`config.mk`:
```
export PLATFORM = sky130hd
export DESIGN_NAME = acs_sequencer
export DESIGN_NICKNAME = d
export VERILOG_FILES = /design/src/acs_pkg.sv /design/src/acs_prescaler.sv /design/src/acs_sequencer.sv /design/src/acs_trigger_sync.sv
export SDC_FILE = /design/constraint.sdc
export NUM_CORES = 1
export LEC_CHECK = 0
export BUFFER_PORTS_ARGS = -buffer_cell sky130_fd_sc_hd__buf_2
export CAP_MARGIN = 20
export CORE_ASPECT_RATIO = 1.5
export CORE_UTILIZATION = 54
export DETAILED_ROUTE_END_ITERATION = 7
export PLACE_DENSITY_LB_ADDON = 0.3
export SYNTH_ARGS = -nofsm -noshare
export SYNTH_HDL_FRONTEND = slang
export SYNTH_SLANG_ARGS = --single-unit
```
`constraint.sdc`:
```
create_clock -name clk -period 3.3 [get_ports clk]
set_clock_uncertainty 0.2 [all_clocks]
set_input_delay 0.495 -clock clk [delete_from_list [all_inputs] [get_ports clk]]
set_output_delay 0.495 -clock clk [all_outputs]
set_load 0.005 [all_outputs]
```
`src/acs_pkg.sv`:
```
package acs_pkg;

    // ------------------------------------------------------------
    // Widths
    // ------------------------------------------------------------
    localparam int ACS_PRESC_W = 7;
    localparam int ACS_CYC_W = 5;
    localparam int ACS_RESULT_W = 10;
    localparam int ACS_CHAN_W = 2;
    localparam int ACS_REF_W = 1;

    // ------------------------------------------------------------
    // Prescaler
    // ------------------------------------------------------------
    localparam logic [7:0] ACS_DIV_ONE = 8'h01;
    localparam logic [7:0] ACS_DIV_MIN = 8'h02;
    localparam logic [2:0] ACS_DIV_SEL_ZERO = 3'h0;
    localparam logic [ACS_PRESC_W-1:0] ACS_PRESC_RESET = 7'h00;

    // ------------------------------------------------------------
    // Conversion timing, in converter clock cycles
    // ------------------------------------------------------------
    localparam logic [ACS_CYC_W-1:0] ACS_LEN_NORMAL = 5'h0d;
    localparam logic [ACS_CYC_W-1:0] ACS_LEN_FIRST = 5'h19;
    // Sample-and-hold: on the falling half of this cycle index (x.5)
    localparam logic [ACS_CYC_W-1:0] ACS_SH_NORMAL = 5'h01;
    localparam logic [ACS_CYC_W-1:0] ACS_SH_FIRST = 5'h0e;
    // Auto trigger: on the rising edge that ends this cycle index
    localparam logic [ACS_CYC_W-1:0] ACS_SH_AUTO = 5'h01;
    localparam logic [ACS_CYC_W-1:0] ACS_CYC_ONE = 5'h01;
    localparam logic [ACS_CYC_W-1:0] ACS_CYC_RESET = 5'h00;

    // ------------------------------------------------------------
    // Sleep modes seen by the sequencer
    // ------------------------------------------------------------
    localparam logic [1:0] ACS_SLEEP_IDLE = 2'h0;
    localparam logic [1:0] ACS_SLEEP_NOISE = 2'h1;

    // ------------------------------------------------------------
    // Reset values
    // ------------------------------------------------------------
    localparam logic [ACS_RESULT_W-1:0] ACS_RESULT_RESET = 10'h000;
    localparam logic [ACS_CHAN_W-1:0] ACS_CHAN_RESET = 2'h0;
    localparam logic [ACS_REF_W-1:0] ACS_REF_RESET = 1'h0;

    typedef enum logic {ACS_IDLE, ACS_CONVERT} acs_state_t;

endpackage

```
`src/acs_prescaler.sv`:
```
`timescale 1ns/1ps
module acs_prescaler
    import acs_pkg::*;
#(
    parameter int CNT_W = ACS_PRESC_W
) (
    input wire logic clk,
    input wire logic reset,
    input wire logic clk_en,
    input wire logic run,
    input wire logic restart,
    input wire logic [2:0] div_sel,
    output logic rise_tick,
    output logic fall_tick
);

    // ------------------------------------------------------------
    // Division factor decode
    // ------------------------------------------------------------
    // Code 0 divides by 2 as code 1 does
    wire [7:0] div_w = (div_sel == ACS_DIV_SEL_ZERO) ? ACS_DIV_MIN : (ACS_DIV_ONE << div_sel);
    wire [7:0] term_w = div_w - ACS_DIV_ONE;
    wire [7:0] half_w = (div_w >> 1) - ACS_DIV_ONE;
    logic [CNT_W-1:0] cnt_reg;
    logic [CNT_W-1:0] cnt_next;
    wire at_term = (cnt_reg == term_w[CNT_W-1:0]);
    wire at_half = (cnt_reg == half_w[CNT_W-1:0]);

    // Ticks are enables in the cpu domain, no derived clock net
    assign rise_tick = clk_en & run & ~restart & at_term;
    assign fall_tick = clk_en & run & ~restart & at_half;

    // Held at zero while disabled, zeroed on a trigger restart
    assign cnt_next = (!run || restart || at_term) ? ACS_PRESC_RESET : cnt_reg + 1'b1;

    // ------------------------------------------------------------
    // Counter
    // ------------------------------------------------------------
    always_ff @(posedge clk or posedge reset) begin
        if (reset) begin
            cnt_reg <= ACS_PRESC_RESET;
        end else if (clk_en) begin
            cnt_reg <= cnt_next;
        end
    end

endmodule

```
`src/acs_sequencer.sv`:
```
`timescale 1ns/1ps
// Contract
// Prescaler runs while enabled, held otherwise
// Software keeps converter clock 50-200 kHz
// Start waits for next converter clock edge
// Normal conversion lasts 13 clock cycles
// First conversion after enable lasts 25
// Normal sample-and-hold at 1.5 cycles
// First sample-and-hold at 14.5 cycles
// Completion stores result, sets flag, clears start
// Trigger restarts prescaler; sample after two cycles
// Trigger synchronisation adds three cpu cycles
// Free running restarts at once, start stays
// Selection tracks temp while idle, locks
// Selection tracks again in last cycle
// Software waits a cycle before new selection
// Auto trigger: change selection at safe points
// Safe-point change applies to next conversion
// Free running: running conversion keeps old channel
// Software discards first result after reference change
// Sleep start needs enabled, idle, single, irq on
// Qualifying sleep starts conversion when cpu halts
// Completion irq raised even after early wake
// Other sleep modes leave enable untouched
// Divider codes give 2,2,4,...,128
// Trigger edges during conversion are ignored
// Flag clears by write-one or vector
// Converter clock is a tick enable
module acs_sequencer
    import acs_pkg::*;
#(
    parameter int RESULT_W = ACS_RESULT_W,
    parameter int CHAN_W = ACS_CHAN_W,
    parameter int REF_W = ACS_REF_W
) (
    input wire logic clk,
    input wire logic reset,
    input wire logic clk_en,
    input wire logic converter_enable,
    input wire logic [2:0] clock_divider_select,
    input wire logic auto_trigger_enable,
    input wire logic free_run_select,
    input wire logic irq_enable,
    input wire logic start_conversion_wr,
    input wire logic done_flag_clear_wr,
    input wire logic irq_vector_ack,
    input wire logic select_wr,
    input wire logic [CHAN_W-1:0] channel_select_wdata,
    input wire logic [REF_W-1:0] reference_select_wdata,
    input wire logic trigger_in,
    input wire logic cpu_halted,
    input wire logic [1:0] sleep_mode,
    input wire logic [RESULT_W-1:0] analog_result,
    output logic start_conversion,
    output logic conversion_done_flag,
    output logic irq_request,
    output logic [RESULT_W-1:0] result_data,
    output logic [CHAN_W-1:0] channel_select_temp,
    output logic [REF_W-1:0] reference_select_temp,
    output logic [CHAN_W-1:0] channel_select,
    output logic [REF_W-1:0] reference_select,
    output logic sample_hold,
    output logic conversion_busy,
    output logic converter_tick
);

    // ------------------------------------------------------------
    // Declarations
    // ------------------------------------------------------------
    acs_state_t state_reg;
    logic [ACS_CYC_W-1:0] cyc_reg;
    logic start_reg;
    logic done_reg;
    logic first_pend_reg;
    logic conv_first_reg;
    logic conv_auto_reg;
    logic halted_last_reg;
    logic sh_reg;
    logic [RESULT_W-1:0] result_reg;
    logic [CHAN_W-1:0] chan_temp_reg;
    logic [REF_W-1:0] ref_temp_reg;
    logic [CHAN_W-1:0] chan_work_reg;
    logic [REF_W-1:0] ref_work_reg;
    logic rise_tick;
    logic fall_tick;
    logic trig_edge;
    logic auto_go;

    // ------------------------------------------------------------
    // Clock tick and trigger synchroniser
    // ------------------------------------------------------------
    acs_prescaler #(
        .CNT_W(ACS_PRESC_W)
    ) u_prescaler (
        .clk(clk),
        .reset(reset),
        .clk_en(clk_en),
        .run(converter_enable),
        .restart(auto_go),
        .div_sel(clock_divider_select),
        .rise_tick(rise_tick),
        .fall_tick(fall_tick)
    );

    acs_trigger_sync u_trigger_sync (
        .clk(clk),
        .clk_en(clk_en),
        .reset(reset),
        .trigger_in(trigger_in),
        .trigger_edge(trig_edge)
    );

    // ------------------------------------------------------------
    // Start and completion decode
    // ------------------------------------------------------------
    wire idle = (state_reg == ACS_IDLE);
    wire busy = (state_reg == ACS_CONVERT);
    wire free_run = auto_trigger_enable & free_run_select;
    // Triggers are only seen while idle, so a second edge mid-conversion is dropped
    assign auto_go = idle & converter_enable & auto_trigger_enable & ~free_run_select & trig_edge;
    wire manual_go = idle & converter_enable & start_reg & rise_tick;
    wire go = manual_go | auto_go;
    wire [ACS_CYC_W-1:0] conv_len = conv_first_reg ? ACS_LEN_FIRST : ACS_LEN_NORMAL;
    wire last_cycle = busy & (cyc_reg == conv_len - ACS_CYC_ONE);
    wire complete = last_cycle & rise_tick;
    wire halt_edge = clk_en & cpu_halted & ~halted_last_reg;
    // Only idle and noise sleep start a conversion; enable is never touched here
    wire sleep_mode_ok = (sleep_mode == ACS_SLEEP_IDLE) | (sleep_mode == ACS_SLEEP_NOISE);
    wire sleep_go = halt_edge & sleep_mode_ok & converter_enable & idle & ~start_reg
        & ~auto_trigger_enable & irq_enable;
    wire sh_normal = fall_tick & (cyc_reg == ACS_SH_NORMAL) & ~conv_first_reg & ~conv_auto_reg;
    wire sh_first = fall_tick & (cyc_reg == ACS_SH_FIRST) & conv_first_reg & ~conv_auto_reg;
    wire sh_auto = rise_tick & (cyc_reg == ACS_SH_AUTO) & conv_auto_reg;
    wire sh_now = busy & (sh_normal | sh_first | sh_auto);
    wire track_sel = idle | last_cycle;

    // ------------------------------------------------------------
    // Sequencer state and cycle count
    // ------------------------------------------------------------
    // Disabling the converter aborts any conversion in flight
    always_ff @(posedge clk or posedge reset) begin
        if (reset) begin
            state_reg <= ACS_IDLE;
            cyc_reg <= ACS_CYC_RESET;
        end else if (clk_en) begin
            if (!converter_enable) begin
                state_reg <= ACS_IDLE;
                cyc_reg <= ACS_CYC_RESET;
            end else if (go || (complete && free_run)) begin
                state_reg <= ACS_CONVERT;
                cyc_reg <= ACS_CYC_RESET;
            end else if (complete) begin
                state_reg <= ACS_IDLE;
                cyc_reg <= ACS_CYC_RESET;
            end else if (busy && rise_tick) begin
                cyc_reg <= cyc_reg + ACS_CYC_ONE;
            end
        end
    end

    // ------------------------------------------------------------
    // Conversion kind: first-after-enable and auto-triggered
    // ------------------------------------------------------------
    always_ff @(posedge clk or posedge reset) begin
        if (reset) begin
            first_pend_reg <= 1'b1;
            conv_first_reg <= 1'b0;
            conv_auto_reg <= 1'b0;
        end else if (clk_en) begin
            if (!converter_enable) begin
                first_pend_reg <= 1'b1;
            end else if (go) begin
                first_pend_reg <= 1'b0;
                conv_first_reg <= first_pend_reg;
                conv_auto_reg <= auto_go;
            end else if (complete) begin
                conv_first_reg <= 1'b0;
                conv_auto_reg <= 1'b0;
            end
        end
    end

    // ------------------------------------------------------------
    // Start-conversion bit
    // ------------------------------------------------------------
    // A software write in the completion cycle wins over the clear
    always_ff @(posedge clk or posedge reset) begin
        if (reset) begin
            start_reg <= 1'b0;
        end else if (clk_en) begin
            if (!converter_enable) begin
                start_reg <= 1'b0;
            end else if (start_conversion_wr || auto_go || sleep_go) begin
                start_reg <= 1'b1;
            end else if (complete && !free_run) begin
                start_reg <= 1'b0;
            end
        end
    end

    // ------------------------------------------------------------
    // Completion flag, result, sample strobe
    // ------------------------------------------------------------
    // Set wins over a clear in the same cycle so no completion is lost
    always_ff @(posedge clk or posedge reset) begin
        if (reset) begin
            done_reg <= 1'b0;
            result_reg <= ACS_RESULT_RESET;
            sh_reg <= 1'b0;
            halted_last_reg <= 1'b0;
        end else if (clk_en) begin
            halted_last_reg <= cpu_halted;
            sh_reg <= sh_now;
            if (complete) begin
                done_reg <= 1'b1;
                result_reg <= analog_result;
            end else if (done_flag_clear_wr || irq_vector_ack) begin
                done_reg <= 1'b0;
            end
        end
    end

    // ------------------------------------------------------------
    // Channel and reference selection
    // ------------------------------------------------------------
    // Working copy follows the temporary one only while idle or in the last cycle
    always_ff @(posedge clk or posedge reset) begin
        if (reset) begin
            chan_temp_reg <= ACS_CHAN_RESET;
            ref_temp_reg <= ACS_REF_RESET;
            chan_work_reg <= ACS_CHAN_RESET;
            ref_work_reg <= ACS_REF_RESET;
        end else if (clk_en) begin
            if (select_wr) begin
                chan_temp_reg <= channel_select_wdata;
                ref_temp_reg <= reference_select_wdata;
            end
            if (track_sel) begin
                chan_work_reg <= chan_temp_reg;
                ref_work_reg <= ref_temp_reg;
            end
        end
    end

    // ------------------------------------------------------------
    // Outputs
    // ------------------------------------------------------------
    assign start_conversion = start_reg;
    assign conversion_done_flag = done_reg;
    // Request follows the flag, whatever the cpu did meanwhile
    assign irq_request = done_reg & irq_enable;
    assign result_data = result_reg;
    assign channel_select_temp = chan_temp_reg;
    assign reference_select_temp = ref_temp_reg;
    assign channel_select = chan_work_reg;
    assign reference_select = ref_work_reg;
    assign sample_hold = sh_reg;
    assign conversion_busy = busy;
    assign converter_tick = rise_tick;
endmodule

```
`src/acs_trigger_sync.sv`:
```
`timescale 1ns/1ps
module acs_trigger_sync (
    input wire logic clk,
    input wire logic reset,
    input wire logic clk_en,
    input wire logic trigger_in,
    output logic trigger_edge
);

    // ------------------------------------------------------------
    // Two-stage synchroniser plus edge register
    // ------------------------------------------------------------
    // Two cpu cycles from pin to edge pulse, three to conversion start; the first stage feeds only the second
    logic meta_reg;
    logic sync_reg;
    logic last_reg;

    always_ff @(posedge clk or posedge reset) begin
        if (reset) begin
            meta_reg <= 1'b0;
            sync_reg <= 1'b0;
            last_reg <= 1'b0;
        end else if (clk_en) begin
            meta_reg <= trigger_in;
            sync_reg <= meta_reg;
            last_reg <= sync_reg;
        end
    end

    // Rising edge only, one cycle wide
    assign trigger_edge = clk_en & sync_reg & ~last_reg;

endmodule

```
==> results.py <==
metrics = {
    "yosys": {
        "netlist_area_sq_um": 2330,
        "synthArstFlopShare_pct": 100,
        "syn_nets": 269,
        "ys_types": 52,
        "netlist_instances": 232,
        "synth-seq-area-share_pct": 42.0,
        "ys_ff_latch": 39,
        "synth-edff-count": 0,
        "ys_warn_count": 0,
        "syn_avg_cell_area_sq_um": 10.0,
        "synth_flop_cell": "dfrtp_1",
    },
    "run_status": {
        "outcome": "finished clean",
    },
    "clock_tree": {
        "cts_made_buffers": 5,
        "clock_latency_ps": 290,
        "clkTransAtPathRegs_ps": 80,
        "root_buffer": "clkbuf_8",
        "clockBufferDepth": 2,
        "post_cts_buffers": 0,
        "cts_max_level": 2,
        "postCtsHoldBufs": 0,
        "ctsResizeCount": 0,
        "cts_tree": "built",
        "clock_sinks": 39,
    },
    "detailed_routing": {
        "vias_per_cell": 5.97,
        "vias": 1970,
        "first_pass_iters": 4,
        "drc": 0,
        "drt-initial-drc-count": 110,
        "wl_per_cell_microns": 15.5,
        "wl_microns": 5120,
        "antenna_left": 0,
    },
    "power_and_ir_drop": {
        "power_density_nw_per_um2": 431,
        "ir_worst_vdd_mv": 0.395,
        "leakage_nw": 1.27,
    },
    "die": {
        "start_util_pct": 57.8,
        "rows": 28,
        "core_area_sq_um": 4030,
        "die_width_microns": 55.6,
        "dieArea_sq_um": 4580,
        "die_y_microns": 82.4,
        "ioPinCount": 53,
    },
    "sta": {
        "post-route-min-period_ps": 3000,
        "final_hold_viol_count": 0,
        "clock.fmax_mhz": 333,
        "slew_headroom_pct": 66.2,
        "fin_ws_ps": 297,
        "tightest_slew_ps": 506,
        "fin_hold_ws_ps": 99.7,
        "setup_viol_count_final": 0,
        "finalCritPeriodShare_pct": 91.0,
        "rsz0062_at_grt": "false",
        "final-max-slew-violation-count": 0,
        "setup_tns_ps": 0,
    },
    "final_layout": {
        "largest_reg_flops": 10,
        "instances_no_fill": 330,
        "fill_cells": 332,
        "antennaDiodeCount": 0,
        "fin_nets": 321,
        "drive_above_1_share_pct": 32.3,
        "areaGrowthSynthToFinish_pct": 17.5,
    },
    "placed_design": {
        "pre_cts_ws_ps": 144,
        "dp_cells": 322,
        "place.gp.congestion": 0.821,
        "io_buffers": 51,
        "place_hpwl_microns": 3870,
    },
    "grt": {
        "grt_pass1_wl_microns": 8600,
        "gr-total-overflow": 0,
        "grt_max_degree": 40,
        "grt_pass1_vias": 1977,
        "grt_usage_pct": 24.1,
        "antenna_found_initial": 0,
    },
    "critical_path": {
        "rr_worst_depth": 7,
        "cpMostUsedCell": "buf_2",
        "path_cells": "buf_2 > nor2_1 > inv_1 > ha_1 > xor2_1 > o2111ai_1 > a21o_1 > or2_4 > nor3_1 > buf_2",
        "setup.worst_path.end_class": "primary output",
        "crit_fanout": 8,
        "crit_family": "simple AND/OR/NAND/NOR gates",
        "cpPeakStageDelay_ps": 320,
        "start_kind": "primary input",
        "cp.arrival_ps": 2310,
        "crit_buf_inv": 3,
        "slowest_stage": "ha_1",
        "worstSetupPathDepth": 10,
        "crit_type": "primary input to primary output",
        "worstPathRequired_ps": 2600,
    },
    "min_path": {
        "hold_class": "primary input to asynchronous set/reset pin",
    },
    "job": {
        "drv_cap": 0,
    },
}
## tightest hold or removal path, stage by stage
cell   delay (ps)
buf_2          90
inv_1          40
buf_4         400
## through the flow
stage / area [sq um] / power, mW / utilization [%]
after floorplan: 2330 / 0.718 / -
after global placement: 2630 / 0.792 / 65.2
after detailed placement: 2630 / 0.802 / 65.2
after CTS: 2740 / 1.19 / 67.9
after global routing: 2740 / 1.24 / 67.9
final: 2740 / 1.18 / 67.9
## cell type report
cell class                 instances  area, sq um  share of cell area, %
timing repair buffer              59          315                   11.5
inverter                           9         33.8                   1.23
sequential                        39          977                   35.7
multi-input combinational        170         1240                   45.5
clock buffer                       6         72.6                   2.65
clock inverter                     2         37.5                   1.37
tap                               45         56.3                   2.06
## layout by cell type (no fill, tap or decap), types with 3 or more instances in the layout
master / n
buf_2: 51
dfrtp_1: 38
nor2_1: 18
nand2_1: 18
a21oi_1: 13
mux2_2: 13
inv_1: 9
o21ai_0: 9
mux2_4: 9
xnor2_1: 8
buf_4: 8
nand4_1: 7
nor3_1: 6
ha_1: 6
o211ai_1: 5
clkbuf_8: 5
nand3_1: 4
nand2b_1: 3
nand3b_1: 3
a31oi_1: 3
and2_1: 3
xor2_1: 3
a21o_1: 3
a22o_1: 3
## path summary, 6_finish.rpt
kind                                                      from                                   to  slack (ps)
max                                    clock_divider_select[2]                       converter_tick         300
min                                                      reset           result_data[7]$_DFFE_PP0P_         100
max reg2reg                 u_prescaler.cnt_reg[4]$_DFFE_PP0P_           result_data[6]$_DFFE_PP0P_         690
min reg2reg                u_trigger_sync.last_reg$_DFFE_PP0P_  u_trigger_sync.last_reg$_DFFE_PP0P_         300
max in group asynchronous                                reset           first_pend_reg$_DFFE_PP1P_        2420
min in group clk                              analog_result[9]           result_data[9]$_DFFE_PP0P_         230
## cell usage after synthesis (all sizes together), types with 5 or more instances
| master | n | share of area (%) |
|---|---|---|
| a21oi | 13 | 2.8 |
| buf | 7 | 2.0 |
| clkbuf | 7 | 1.1 |
| dfrtp | 38 | 41 |
| ha | 6 | 3.2 |
| inv | 9 | 1.5 |
| mux2 | 23 | 13 |
| nand2 | 18 | 2.9 |
| nand4 | 7 | 1.9 |
| nor2 | 18 | 2.9 |
| nor3 | 6 | 1.3 |
| o211ai | 5 | 1.6 |
| o21ai | 9 | 1.9 |
| xnor2 | 8 | 3.0 |
## cell families after synthesis
kind of cell | after synthesis | share of synthesized area (%)
AOI/OAI and AO/OA | 54 | 15.7
xor gates and xnor gates | 11 | 4.14
adders and majority gates | 6 | 3.22
buffers and inverters | 23 | 4.62
DFF | 39 | 42.0
muxes | 23 | 12.6
and+or+nand+nor | 76 | 17.8
## per-layer routing
metal | up-vias | wire (microns) | part of all wire [%] | track usage, %
met5 | - | 0 | 0 | 0
li1 | 950 | - | - | -
met3 | 8 | 221 | 4.3 | 3.12
met1 | 947 | 2020 | 40 | 26.6
met2 | 65 | 2790 | 55 | 46.4
met4 | 0 | 83 | 1.6 | 10.3
## power breakdown
group / leakage, nW / total [mW] / internal (mW) / switching, mW
logic: 0.712 / 0.219 / 0.107 / 0.112
registers: 0.506 / 0.572 / 0.524 / 0.0477
clock network: 0.0514 / 0.387 / 0.225 / 0.161
total: 1.27 / 1.18 / 0.857 / 0.321
No activity file was read; power rests on OpenSTA's default activity.
